--- src/verilog/spcl_defs.vh ---
`ifndef SPCL_DEFS_VH
`define SPCL_DEFS_VH

// ==================================================
// Strap pin vector layout
`define SPCL_NPINS 11
`define SPCL_STRAP_PHY_ADDRESS_LSB 0
`define SPCL_STRAP_PHY_ADDRESS_MSB 2
`define SPCL_CFG_LSB 3
`define SPCL_CFG_MSB 5
`define SPCL_WAKE_BIT 6
`define SPCL_ISO_BIT 7
`define SPCL_DUPLEX_BIT 8
`define SPCL_NWAY_BIT 9
`define SPCL_BCAST_BIT 10

// ==================================================
// Values that the internal pulls give with nothing strapped
`define SPCL_STRAP_DEFAULT 11'h301

// ==================================================
// Address and interface mode encodings
`define SPCL_ADDR_UPPER 2'h0
`define SPCL_ADDR_ZERO 5'h00
`define SPCL_CFG_NORMAL 3'h0
`define SPCL_CFG_B2B 3'h6

// ==================================================
// Sequencer states
`define SPCL_ST_HOLD 2'h0
`define SPCL_ST_RUN 2'h1

`endif

--- src/verilog/spcl_strap_latch.v ---
`timescale 1ns/1ps
`include "spcl_defs.vh"

// How it works
// - Three address straps sampled at reset release form address bits 2:0.
// - Address low bits range 0 to 7; unstrapped pulls give address 1.
// - Address 0 is broadcast unless disable strap high or software bit set.
// - Address bits 4:3 are always 00, no strap drives them.
// - Code at release: 000 normal, 110 back-to-back, others reserved.
// - Wake output enable strap copied to register 16h bit 15.
// - Isolate strap copied to register 0h bit 10; high enables isolate.
// - Duplex strap copied to register 0h bit 8; high means half duplex.
// - Auto-negotiation strap copied to register 0h bit 12.

module spcl_strap_latch (
	input wire clk_i,
	input wire reset_i,
	input wire [10:0] strap_pin_i,
	output wire [10:0] strap_pin_o,
	output wire [10:0] strap_pin_oe_o,
	input wire [10:0] func_out_i,
	input wire bcast_disable_wr_i,
	input wire bcast_disable_wdata_i,
	input wire [4:0] mgmt_addr_i,
	output wire straps_valid_o,
	output wire [4:0] strap_phy_address_o,
	output wire broadcast_enable_o,
	output wire addr_hit_o,
	output wire [2:0] config_mode_o,
	output wire back_to_back_o,
	output wire config_reserved_o,
	output wire reg16_wake_enable_o,
	output wire reg16_bcast_disable_o,
	output wire reg0_isolate_o,
	output wire reg0_duplex_o,
	output wire reg0_autoneg_o
);

// ==================================================
// Sequencer
// One cycle in hold after release is enough because the strap inputs
// are synchronous; the capture lands on the first edge after release.
reg [1:0] state_reg;
reg [1:0] state_next;
reg capture_w;
reg drive_w;

// Two states suffice: one capture edge, then running until reset
localparam [1:0] ST_HOLD = `SPCL_ST_HOLD;
localparam [1:0] ST_RUN = `SPCL_ST_RUN;

always @* begin
	state_next = state_reg;
	capture_w = 1'b0;
	drive_w = 1'b0;
	case (state_reg)
	ST_HOLD: begin
		capture_w = 1'b1;
		state_next = ST_RUN;
	end
	ST_RUN: begin
		drive_w = 1'b1;
	end
	default: begin
		state_next = ST_HOLD;
	end
	endcase
end

always @(posedge clk_i or posedge reset_i) begin
	if (reset_i) begin
		state_reg <= ST_HOLD;
	end else begin
		state_reg <= state_next;
	end
end

// ==================================================
// Per-pin capture cells
wire [10:0] strap_cap_w;
localparam [10:0] STRAP_DEFAULT = `SPCL_STRAP_DEFAULT;

genvar gi;
generate
	for (gi = 0; gi < `SPCL_NPINS; gi = gi + 1) begin : g_pin
		spcl_pin_cell #(
			.DEFAULT_LEVEL(STRAP_DEFAULT[gi])
		) u_cell (
			.clk_i(clk_i),
			.reset_i(reset_i),
			.capture_i(capture_w),
			.drive_i(drive_w),
			.pin_in_i(strap_pin_i[gi]),
			.func_out_i(func_out_i[gi]),
			.captured_o(strap_cap_w[gi]),
			.pin_out_o(strap_pin_o[gi]),
			.pin_oe_o(strap_pin_oe_o[gi])
		);
	end
endgenerate

// ==================================================
// Software broadcast disable, register 16h bit 9
reg bcast_sw_reg;

always @(posedge clk_i or posedge reset_i) begin
	if (reset_i) begin
		bcast_sw_reg <= 1'b0;
	end else if (bcast_disable_wr_i) begin
		bcast_sw_reg <= bcast_disable_wdata_i;
	end
end

// ==================================================
// Decoded configuration
wire [2:0] strap_phy_address_w;
wire [2:0] cfg_w;
wire bcast_off_w;
wire [4:0] addr_w;

assign strap_phy_address_w = strap_cap_w[`SPCL_STRAP_PHY_ADDRESS_MSB:`SPCL_STRAP_PHY_ADDRESS_LSB];
assign cfg_w = strap_cap_w[`SPCL_CFG_MSB:`SPCL_CFG_LSB];
// Either source turns address 0 into a unique address
assign bcast_off_w = strap_cap_w[`SPCL_BCAST_BIT] | bcast_sw_reg;
// Upper address bits have no strap
assign addr_w = {`SPCL_ADDR_UPPER, strap_phy_address_w};

// ==================================================
// Output stage
// Outputs come from flops so that nothing glitches while capture settles
reg straps_valid_reg;
reg straps_valid_next;
reg [4:0] phy_address_reg;
reg [4:0] phy_address_next;
reg bcast_enable_reg;
reg bcast_enable_next;
reg addr_hit_reg;
reg addr_hit_next;

// Captured configuration held until the next reset, plus the software broadcast disable bit
reg [2:0] config_mode_reg;
reg [2:0] config_mode_next;
reg back_to_back_reg;
reg back_to_back_next;
reg config_reserved_reg;
reg config_reserved_next;
reg wake_enable_reg;
reg wake_enable_next;
reg bcast_disable_reg;
reg bcast_disable_next;
reg isolate_reg;
reg isolate_next;
reg duplex_reg;
reg duplex_next;
reg autoneg_reg;
reg autoneg_next;

always @* begin
	straps_valid_next = drive_w;
	phy_address_next = addr_w;
	bcast_enable_next = ~bcast_off_w;
	// Once running, own address hits; address 0 also hits while broadcast is enabled
	addr_hit_next = drive_w &
		((mgmt_addr_i == addr_w) |
		((mgmt_addr_i == `SPCL_ADDR_ZERO) & ~bcast_off_w));
	config_mode_next = cfg_w;
	back_to_back_next = (cfg_w == `SPCL_CFG_B2B);
	// Reserved codes are flagged, the block still runs as normal
	config_reserved_next = (cfg_w != `SPCL_CFG_NORMAL) &
		(cfg_w != `SPCL_CFG_B2B);
	wake_enable_next = strap_cap_w[`SPCL_WAKE_BIT];
	bcast_disable_next = bcast_sw_reg;
	isolate_next = strap_cap_w[`SPCL_ISO_BIT];
	duplex_next = strap_cap_w[`SPCL_DUPLEX_BIT];
	autoneg_next = strap_cap_w[`SPCL_NWAY_BIT];
end

always @(posedge clk_i or posedge reset_i) begin
	if (reset_i) begin
		straps_valid_reg <= 1'b0;
		phy_address_reg <= {`SPCL_ADDR_UPPER,
			STRAP_DEFAULT[`SPCL_STRAP_PHY_ADDRESS_MSB:`SPCL_STRAP_PHY_ADDRESS_LSB]};
		bcast_enable_reg <= ~STRAP_DEFAULT[`SPCL_BCAST_BIT];
		addr_hit_reg <= 1'b0;
		config_mode_reg <= `SPCL_CFG_NORMAL;
		back_to_back_reg <= 1'b0;
		config_reserved_reg <= 1'b0;
		wake_enable_reg <= STRAP_DEFAULT[`SPCL_WAKE_BIT];
		bcast_disable_reg <= 1'b0;
		isolate_reg <= STRAP_DEFAULT[`SPCL_ISO_BIT];
		duplex_reg <= STRAP_DEFAULT[`SPCL_DUPLEX_BIT];
		autoneg_reg <= STRAP_DEFAULT[`SPCL_NWAY_BIT];
	end else begin
		straps_valid_reg <= straps_valid_next;
		phy_address_reg <= phy_address_next;
		bcast_enable_reg <= bcast_enable_next;
		addr_hit_reg <= addr_hit_next;
		config_mode_reg <= config_mode_next;
		back_to_back_reg <= back_to_back_next;
		config_reserved_reg <= config_reserved_next;
		wake_enable_reg <= wake_enable_next;
		bcast_disable_reg <= bcast_disable_next;
		isolate_reg <= isolate_next;
		duplex_reg <= duplex_next;
		autoneg_reg <= autoneg_next;
	end
end

assign straps_valid_o = straps_valid_reg;
assign strap_phy_address_o = phy_address_reg;
assign broadcast_enable_o = bcast_enable_reg;
assign addr_hit_o = addr_hit_reg;
assign config_mode_o = config_mode_reg;
assign back_to_back_o = back_to_back_reg;
assign config_reserved_o = config_reserved_reg;

// Register 16h and 0h images
assign reg16_wake_enable_o = wake_enable_reg;
assign reg16_bcast_disable_o = bcast_disable_reg;
assign reg0_isolate_o = isolate_reg;
assign reg0_duplex_o = duplex_reg;
assign reg0_autoneg_o = autoneg_reg;

endmodule

--- src/verilog/spcl_pin_cell.v ---
`timescale 1ns/1ps
`include "spcl_defs.vh"

module spcl_pin_cell #(
	parameter DEFAULT_LEVEL = 1'b0
) (
	input wire clk_i,
	input wire reset_i,
	input wire capture_i,
	input wire drive_i,
	input wire pin_in_i,
	input wire func_out_i,
	output reg captured_o,
	output reg pin_out_o,
	output reg pin_oe_o
);

// ==================================================
// Strap capture and pin drive
// The reset value is the pull level, so a capture that never ran
// still leaves the documented default in place.
always @(posedge clk_i or posedge reset_i) begin
	if (reset_i) begin
		captured_o <= DEFAULT_LEVEL;
		pin_out_o <= 1'b0;
		pin_oe_o <= 1'b0;
	end else begin
		if (capture_i) begin
			captured_o <= pin_in_i;
		end
		// Pin stays an input until the strap has been sampled
		pin_oe_o <= drive_i;
		pin_out_o <= drive_i ? func_out_i : 1'b0;
	end
end

endmodule

--- config.mk ---
export PLATFORM = sky130hd
export DESIGN_NAME = spcl_strap_latch
export DESIGN_NICKNAME = d
export VERILOG_FILES = /design/src/verilog/spcl_strap_latch.v /design/src/verilog/spcl_pin_cell.v
export VERILOG_INCLUDE_DIRS = /design/src /design/src/verilog
export SDC_FILE = /design/constraint.sdc
export NUM_CORES = 1
export LEC_CHECK = 0
export BUFFER_PORTS_ARGS = -buffer_cell sky130_fd_sc_hd__buf_4
export CAP_MARGIN = 25
export CORE_ASPECT_RATIO = 1.5
export CORE_MARGIN = 2
export CORE_UTILIZATION = 45
export CTS_CLUSTER_DIAMETER = 60
export CTS_CLUSTER_SIZE = 12
export DETAILED_ROUTE_END_ITERATION = 10
export HOLD_SLACK_MARGIN = 0.12
export PLACE_DENSITY = 0.78
export SETUP_SLACK_MARGIN = 0.05
export SLEW_MARGIN = 10
export SYNTH_ARGS = -nofsm -noshare
export SYNTH_HDL_FRONTEND = slang
export SYNTH_SLANG_ARGS = --single-unit
--- constraint.sdc ---
create_clock -name clk_i -period 3.3 [get_ports clk_i]
set_clock_uncertainty 0.2 [all_clocks]
set_input_delay 0.66 -clock clk_i [delete_from_list [all_inputs] [get_ports clk_i]]
set_output_delay 0.66 -clock clk_i [all_outputs]
set_load 0.1 [all_outputs]
* Word level (Yosys, flattened, before mapping)
Cells that the tools add are included.
** Storage, ports and cells
- Register bits after elaboration :: 41
- Input bits :: 31
- Output and inout port bits :: 40
- Word-level logic and storage cells :: 63
** Cells by class
- Equal/unequal tests :: 4
- Multiplexer cells :: 14
- Bitwise logic cells :: 6
- Reductions and logical operators :: 3
** Operators with widths (count)
- $mux W1 :: 13
- $eq A5 B3 Y1 :: 1
- $logic_not A5 Y1 :: 1
- $pmux W2 S2 :: 1
- $and A1 B1 Y1 :: 3
- $eq A3 B3 Y1 const B :: 1
- $ne A3 B3 Y1 const B :: 1
- $reduce_bool A3 Y1 :: 1
- $eq A2 B1 Y1 const B :: 1
- $logic_not A2 Y1 :: 1
- $or A1 B1 Y1 :: 2
- $not A1 Y1 :: 1

* Longest topological paths before layout
Gate-level depths: netlist of the first run.
- Word-level depth :: 5
- Mapped depth :: 3
- Mapped depth without buffers :: 3

* By module
A second synthesis of the first run with hierarchy kept.
** Unflattened totals
- Cells, all modules :: 103
- Area total of the unflattened synthesis :: 1681.6 sq um
** By module, submodules not included
- spcl_pin_cell (g_pin[10].u_cell ...) :: instances 8, cells an instance 6, area each 100.1 sq um, sequential area each 75.1 sq um
- spcl_strap_latch :: instances 1, cells an instance 37, area each 576.8 sq um, sequential area each 455.4 sq um
- spcl_pin_cell (g_pin[0].u_cell ...) :: instances 3, cells an instance 6, area each 101.3 sq um, sequential area each 76.3 sq um

* Least setup slack after synthesis of the first run
Ideal clock, no wire load.
- Path type :: register to output
- Start point :: register, netlist name g_pin[10].u_cell.pin_oe_o
- End point :: output port strap_pin_oe_o[0]
- Arrival time :: 1.490 ns
- Data required time :: 2.440 ns
- Slack :: 0.950 ns
- Stages on the path, launching flop included :: 2
- Path buffers :: 1
- Cells stage by stage :: dfrtp_1 > buf_4
** RTL lines
- to (decl) :: line spcl_strap_latch.v:20 : output wire [10:0] strap_pin_oe_o,

==> run summary, run 1 <==
critical path cell sequence -> buf_4
R2R cell count -> 1
Remaining DRCs -> 0
core box area -> 3320 um^2
most common cell after layout, fill and taps aside -> buf_4
pwr/cell area -> 669 nW/um^2
Max Clk Rate -> 488 MHz
fraction of layout instances using a drive strength above 1 -> 62.3%
slew margin rel. -> 39.5%
crit path max fanout -> 12
Setup Viol. Count Final -> 0
Avg Synthesized Cell Area -> 14.4 um^2
CTS tree -> yes
Initial Util -> 46.2%
Slowest cell on crit path -> dfrtp_1
worst path bufs/invs -> 1
initial antenna violation count -> 0
final-report hold violation count -> 0
Die Ht -> 75.5 um
post-DR wirelength/cell -> 12.6 um
commonest cells after routing, fill and taps aside -> 69 x buf_4, 33 x dfrtp_1, 9 x and2_1
Syn-to-layout area delta -> 33.6%
Max Cap Violations -> 0
crit path kind -> flop to primary output
Pleak -> 1.03 nW
fin crit share -> 62.1%
Worst R2R Setup Slack -> 1.64 ns
Clk Latency, worst-skew pair -> 0.29 ns
grt ovf -> 0
R2R Path Start -> state_reg[0]
H-tree levels -> 2
CP Launch Type -> flop
Hold EP -> reg0_duplex_o
post-route ant nets -> 0
CP Capture Type -> primary output
post-layout min period -> 2.05 ns
WHS Path Cells -> 0
Synth Instances -> 106
dpl hpwl -> 1870 um
antenna fix cells -> 0
Yosys warnings -> 0
Std-Cell Rows -> 26
first-pass GRT wire length -> 3880 um
Worst Hold Launch -> g_pin[8].u_cell.captured_o
number of buffers added on ports -> 68
CP Data Required Time -> 2.44 ns
status -> finished clean
crit-path leading delay family -> flip-flops
Yosys reg bits -> 40
Resize count post-CTS -> 0
Peak VDD IR -> 0.401 mV
post-route cell area -> 2050 um^2
CTS buffer count -> 5
hold crit path type -> flop to flop
library cells used by synthesis -> 19
Sink Count -> 40
overall routing resource usage -> 14.2%
final net count -> 189
GPL Wtd Cong -> 0.731
RR Endpoint -> g_pin[7].u_cell.captured_o
TNS Setup -> 0 ns
post-synthesis sequential area ratio -> 65.9%
Via density -> 4.37
vias in the first global route -> 876
maximum root-to-sink buffer count -> 2
CP peak stage delay -> 0.54 ns
Total Wirelength -> 2530 um
Worst-path clk slew -> 0.07 ns
DR pass1 iterations -> 3
Die X -> 51.6 um
CP arrival -> 1.19 ns
area of the mapped netlist -> 1530 um^2
Iteration-0 DRC Markers -> 15
Slew @ Worst Pin -> 0.907 ns
largest net degree at the start of global routing -> 36
root buffer cell -> clkbuf_8
largest registers -> g_pin.u_cell.captured_o (11), g_pin.u_cell.pin_out_o (11)
die area -> 3900 um^2
Ports -> 71
RSZ-0062 raised after global routing -> false
Slew Viols, Final -> 0
dpl cell area -> 1910 um^2
via count -> 878
## power breakdown
part | total [mW] | switching (mW) | leakage (nW) | internal (mW)
clock | 0.425 | 0.159 | 0.0645 | 0.267
combinational | 0.380 | 0.286 | 0.493 | 0.0934
sequential | 0.563 | 0.0264 | 0.474 | 0.536
## stage by stage
step | utilization [%] | instances | power [mW] | hold slack (ns) | setup slack (ns)
2_1_floorplan | - | 107 | 0.884 | 0.149 | 0.950
3_3_place_gp | 57.5 | 192 | 0.947 | 0.155 | 1.60
3_5_place_dp | 57.5 | 192 | 0.954 | 0.157 | 1.56
4_1_cts | 61.7 | 201 | 1.38 | 0.169 | 1.23
5_1_grt | 61.7 | 201 | 1.42 | 0.173 | 1.18
6_report | 61.7 | 201 | 1.37 | 0.167 | 1.25
## synthesized netlist by cell type
cell      count  area share, %
nor2_1        3           0.74
or2_2         1           0.41
mux2_2        4            2.9
and2_1        9            3.7
nand2_1       3           0.74
nand3_1       1           0.33
inv_1         1           0.24
a21o_1        1           0.49
conb_1        2           0.49
and2_2        2           0.98
a21oi_1       1           0.33
dfrtp_1      33             54
dfstp_2       7             12
buf_6         1           0.74
xnor2_1       3            1.7
buf_4        24             12
clkbuf_2      1           0.33
nor3_1        1           0.33
mux2_4        8            7.8
## cells by family (layout without fill, tap and decap cells)
family,Yosys count,in the layout,share of synthesized area [%]
AOI/OAI and AO/OA,2,2,0.817
xor gates and xnor gates,3,3,1.72
buffers and inverters,27,79,13.1
DFF,40,40,65.9
muxes,12,12,10.8
other,2,3,0.490
and+or+nand+nor,20,20,7.19
## layout make-up
cell class,instances,area [um^2]
tap,42,52.6
timing repair buffer,70,528
sequential,40,1010
inverter,1,3.75
multi-input combinational,40,325
clock inverter,1,30.0
clock buffer,7,96.3
fill,272,1270
## metal layers
metal  share of wire (%)  up-vias  global-route usage [%]
met2                  49       61                    22.5
met5                   0        -                       0
met4                 1.1        0                    6.14
met3                  14        3                    8.24
li1                    -      406                       -
met1                  36      408                    15.4
## repair_timing
action	in CTS	in global routing
hold buffers	1	0
buffers inserted	0	0
endpoints found under the hold margin	3	0
## how the worst max path moves through the flow
stage | startpoint | end | slack [ns] | depth (start not counted)
final | g_pin[10].u_cell.pin_oe_o | strap_pin_oe_o[4] | 1.25 | 1
after global routing | g_pin[10].u_cell.pin_oe_o | strap_pin_oe_o[4] | 1.18 | 1
after CTS | g_pin[10].u_cell.pin_oe_o | strap_pin_oe_o[6] | 1.23 | 1
after detailed placement | g_pin[10].u_cell.pin_oe_o | strap_pin_oe_o[6] | 1.56 | 1
after global placement | g_pin[10].u_cell.pin_oe_o | strap_pin_oe_o[9] | 1.60 | 1
after floorplan | g_pin[10].u_cell.pin_oe_o | strap_pin_oe_o[0] | 0.95 | 1
Power figures use the tool's default switching activity.
==> run 2, diff against run 1 <==
Clock period 3.3 ns to 2 ns, I/O delays scaled along.
==> run summary, run 2 (same netlist as run 1, synthesis figures left out) <==
grt ovf -> 0 (unchanged)
first-pass GRT wire length -> 3970 um (+2.5%)
pwr/cell area -> 1060 nW/um^2 (+58%)
final-report hold violation count -> 0 (unchanged)
largest registers -> g_pin.u_cell.captured_o (11), g_pin.u_cell.pin_out_o (11)
CP Capture Type -> primary output
core box area -> 3320 um^2 (unchanged)
number of buffers added on ports -> 68 (unchanged)
post-layout min period -> 1.68 ns
via count -> 884 (+0.68%)
Remaining DRCs -> 0 (unchanged)
dpl hpwl -> 1970 um (+5.1%)
Slowest cell on crit path -> dfstp_2
crit path max fanout -> 1 (-11)
Sink Count -> 40 (unchanged)
CTS buffer count -> 5 (unchanged)
crit path kind -> flop to primary output
most common cell after layout, fill and taps aside -> buf_4
Max Cap Violations -> 0 (unchanged)
TNS Setup -> 0 ns (unchanged)
largest net degree at the start of global routing -> 24 (-33%)
Max Clk Rate -> 594 MHz
Die X -> 51.6 um (unchanged)
Std-Cell Rows -> 26 (unchanged)
GPL Wtd Cong -> 0.706 (-3.5%)
post-DR wirelength/cell -> 12.2 um (-3.4%)
fin crit share -> 84.2%
post-route ant nets -> 0 (unchanged)
Iteration-0 DRC Markers -> 3 (-12)
final hold slack -> 0.132 ns (-0.0345 ns)
Slew Viols, Final -> 0 (unchanged)
maximum root-to-sink buffer count -> 2 (unchanged)
Initial Util -> 46.2% (unchanged)
Pleak -> 1.04 nW (+0.64%)
fraction of layout instances using a drive strength above 1 -> 62.6% (+0.31 points)
worst path bufs/invs -> 1 (unchanged)
Ports -> 71 (unchanged)
initial antenna violation count -> 0 (unchanged)
dpl cell area -> 1930 um^2 (+0.85%)
overall routing resource usage -> 14.3% (+0.11 points)
Via density -> 4.31 (-1.3%)
Worst-path clk slew -> 0.08 ns (about the same)
CP Launch Type -> flop
CP Data Required Time -> 1.40 ns (-1.04 ns)
status -> finished clean
Clk Latency, worst-skew pair -> 0.28 ns (about the same)
hold crit path type -> input port to flop
Syn-to-layout area delta -> 35.0%
RSZ-0062 raised after global routing -> false
root buffer cell -> clkbuf_8
Worst R2R Setup Slack -> 0.66 ns (-0.98 ns)
CP arrival -> 1.08 ns (-0.11 ns)
CTS tree -> yes
Setup Viol. Count Final -> 0 (unchanged)
vias in the first global route -> 904 (+3.2%)
post-route cell area -> 2070 um^2 (+1.0%)
Total Wirelength -> 2500 um (-1.5%)
Resize count post-CTS -> 0 (unchanged)
CP peak stage delay -> 0.52 ns (-0.02 ns)
crit-path leading delay family -> flip-flops
Peak VDD IR -> 0.964 mV (+140%)
commonest cells after routing, fill and taps aside -> 71 x buf_4, 32 x dfrtp_1, 9 x and2_1
Die Ht -> 75.5 um (unchanged)
final net count -> 193 (+2.1%)
antenna fix cells -> 0 (unchanged)
die area -> 3900 um^2 (unchanged)
critical path cell sequence -> buf_4
DR pass1 iterations -> 2 (-1)
H-tree levels -> 2 (unchanged)
[run 2: final timing paths]
check | start | end | cells after the start
min in group asynchronous | reset_i | g_pin[1].u_cell.captured_o | 4
max in group asynchronous | reset_i | g_pin[9].u_cell.captured_o | 4
min | func_out_i[7] | g_pin[7].u_cell.pin_out_o | 2
max | broadcast_enable_o | broadcast_enable_o | 1
min reg2reg | g_pin[8].u_cell.captured_o | reg0_duplex_o | 0
max reg2reg | state_reg[0] | g_pin[6].u_cell.captured_o | 2
[run 2: area by class of cell]
class	count	area, um^2
clock inverters	3	42.5
well taps	42	52.6
fillers	273	1250
multi-input cells	40	325
inverters	1	3.75
clock buffers	5	68.8
repair buffers	74	563
flip-flops and latches	40	1010
[run 2: worst register-to-register path, delay by kind of cell, from the launching register on]
family	cells	cell delay, ns
DFF	1	0.40
muxes	1	0.33
buffers and inverters	1	0.29
[run 2: per-layer routing]
layer  share of wire, %  global-route usage [%]  vias up  routed length (um)
li1                   -                       -      415                   -
met1                 34                    15.2      409                 843
met2                 54                    25.8       58                1340
met3                 12                    3.92        2                 298
met4               0.60                    7.02        0                  15
met5                  0                       0        -                   0
[run 2: through the flow]
step / worst slack (ns) / utilization [%] / instances / total power [mW]
after floorplan: 0.264 / - / 107 / 1.46
after global placement: 0.624 / 58.0 / 194 / 1.57
after detailed placement: 0.624 / 58.0 / 194 / 1.58
after CTS: 0.301 / 62.3 / 205 / 2.22
after global routing: 0.266 / 62.3 / 205 / 2.28
final: 0.316 / 62.3 / 205 / 2.19
[run 2: power by group]
group	leakage, nW	internal (mW)	switching (mW)	total [mW]
clock	0.0541	0.369	0.259	0.627
combinational	0.511	0.159	0.482	0.641
sequential	0.473	0.885	0.0347	0.920
total	1.04	1.41	0.776	2.19
[run 2: what timing repair did]
action | 4_1_cts | 5_1_grt
buffers inserted | 0 | 0
endpoints found under the hold margin | 35 | 0
hold buffers | 3 | 0
==> run 3, diff against run 2 <==
Settings changed: CORE_UTILIZATION 45 to 41, PLACE_DENSITY 0.78 to 0.74.
Clock period 2 ns to 1.4 ns, I/O delays scaled along.
==> run summary, run 3 (same netlist as run 1, synthesis figures left out) <==
post-DR wirelength/cell -> 14.5 um (+19%)
commonest cells after routing, fill and taps aside -> 32 x buf_4, 30 x dlygate4sd3_1, 27 x buf_12
worst path bufs/invs -> 1 (unchanged)
Std-Cell Rows -> 27 (+3.8%)
post-route cell area -> 2730 um^2 (+32%)
most common cell after layout, fill and taps aside -> buf_4
Slew Viols, Final -> 0 (unchanged)
Via density -> 4.36 (+1.2%)
Remaining DRCs -> 0 (unchanged)
CTS buffer count -> 5 (unchanged)
vias in the first global route -> 1135 (+26%)
CP Launch Type -> flop
largest registers -> g_pin.u_cell.captured_o (11), g_pin.u_cell.pin_out_o (11)
via count -> 1017 (+15%)
maximum root-to-sink buffer count -> 2 (unchanged)
root buffer cell -> clkbuf_8
Slowest cell on crit path -> dfrtp_4
sequential fraction of design power -> 42.1% (about the same)
failing checks -> negative setup slack
Total Wirelength -> 3390 um (+36%)
core box area -> 3610 um^2 (+8.9%)
combinational share of power -> 35.9% (+6.6 points)
final hold slack -> 0.168 ns (+0.0359 ns)
largest net degree at the start of global routing -> 29 (+21%)
Peak VDD IR -> 1.18 mV (+23%)
area of the multi-input gates -> 345 um^2 (+6.2%)
dpl hpwl -> 2080 um (+5.5%)
post-layout min period -> 1.58 ns
Pleak -> 1.26 nW (+21%)
GPL Wtd Cong -> 0.683 (-3.2%)
final-report hold violation count -> 0 (unchanged)
Worst Slack Setup Final -> -0.182 ns (-0.497 ns)
final net count -> 220 (+14%)
Max Cap Violations -> 0 (unchanged)
dpl cell area -> 1970 um^2 (+2.1%)
number of buffers added on ports -> 68 (unchanged)
antenna fix cells -> 0 (unchanged)
Worst-path clk slew -> 0.07 ns (about the same)
fin crit share -> 113%
post-route ant nets -> 0 (unchanged)
first-pass GRT wire length -> 5150 um (+30%)
Clk Latency, worst-skew pair -> 0.29 ns (about the same)
Die Ht -> 78.9 um (+4.5%)
crit-path leading delay family -> flip-flops
Post-Place Cells -> 196 (+1.0%)
Syn-to-layout area delta -> 78.3%
Sink Count -> 40 (unchanged)
Iteration-0 DRC Markers -> 12 (+9)
register area -> 1030 um^2 (+1.6%)
share of power burned in the clock network -> 21.9% (-6.8 points)
Max Clk Rate -> 632 MHz
hold crit path type -> flop to flop
status -> finished with violations
Setup Viol. Count Final -> 16 (+16)
crit path max fanout -> 12 (+11)
RSZ-0062 raised after global routing -> true
internal power -> 2.07 mW (+47%)
overall routing resource usage -> 17.4% (+3.2 points)
CP Capture Type -> primary output
filler instances -> 214 (-22%)
NetSw -> 1.16 mW (+50%)
DR pass1 iterations -> 3 (+1)
Initial Util -> 42.4% (-3.8 points)
critical path cell sequence -> buf_6
CP arrival -> 1.10 ns (+0.02 ns)
die area -> 4250 um^2 (+9.1%)
Ports -> 71 (unchanged)
CTS tree -> yes
Tot Pwr -> 3.23 mW (+48%)
Die X -> 53.9 um (+4.4%)
CP Data Required Time -> 0.92 ns (-0.48 ns)
Place WS -> 0.133 ns (-0.492 ns)
initial antenna violation count -> 0 (unchanged)
crit path kind -> flop to primary output
H-tree levels -> 2 (unchanged)
postcts setup bufs -> 0 (unchanged)
Finished Core Util -> 75.5% (+13 points)
pwr/cell area -> 1180 nW/um^2 (+12%)
fin cells -> 233 (+14%)
grt ovf -> 0 (unchanged)
CP peak stage delay -> 0.55 ns (+0.03 ns)
fraction of layout instances using a drive strength above 1 -> 60.0% (-2.6 points)
switching share of power -> 35.9% (+0.45 points)
TNS Setup -> -2.50 ns (-2.50 ns)
## run 3: timing repair
| action | 4_1_cts | 5_1_grt |
|---|---|---|
| endpoints found under the setup margin | 38 | 39 |
| hold buffers | 30 | 0 |
| hold endpoints to repair | 64 | 0 |
| resized for setup | 62 | 31 |
| pin swaps | 0 | 3 |
## run 3: final timing paths
check                                                start                    endpoint  slack, ns  cells after the start
min in group asynchronous                          reset_i  g_pin[1].u_cell.captured_o       0.38                      4
max in group asynchronous                          reset_i               reg0_duplex_o       0.38                      4
worst max-delay path             g_pin[10].u_cell.pin_oe_o           strap_pin_oe_o[3]      -0.18                      1
worst max register to register  g_pin[4].u_cell.captured_o           config_reserved_o       0.19                      2
worst min-delay path            g_pin[8].u_cell.captured_o               reg0_duplex_o       0.17                      0
worst min register to register  g_pin[8].u_cell.captured_o               reg0_duplex_o       0.17                      0
## run 3: power by group through the flow
| stage | combinational (mW) | clock, mW | sequential [mW] |
|---|---|---|---|
| after global placement | 0.918 | 0 | 1.34 |
| after detailed placement | 0.927 | 0 | 1.34 |
| after floorplan | 0.436 | 0 | 1.65 |
| after global routing | 1.20 | 0.782 | 1.38 |
| after CTS | 1.12 | 0.736 | 1.35 |
| final | 1.16 | 0.709 | 1.36 |
## run 3: area by class of cell
cell class	count	area share [%]
clock buffers	8	2.93
multi-input cells	40	12.6
inverters	1	0.275
well taps	43	1.97
flip-flops and latches	40	37.6
repair buffers	101	44.5
## run 3: metal layers
metal / vias up / routed length, um / GRT usage (%)
met5: - / 0 / 0
met4: 0 / 40 / 5.38
met3: 5 / 275 / 6.77
met2: 61 / 1980 / 32.0
met1: 483 / 1090 / 17.0
li1: 468 / - / -
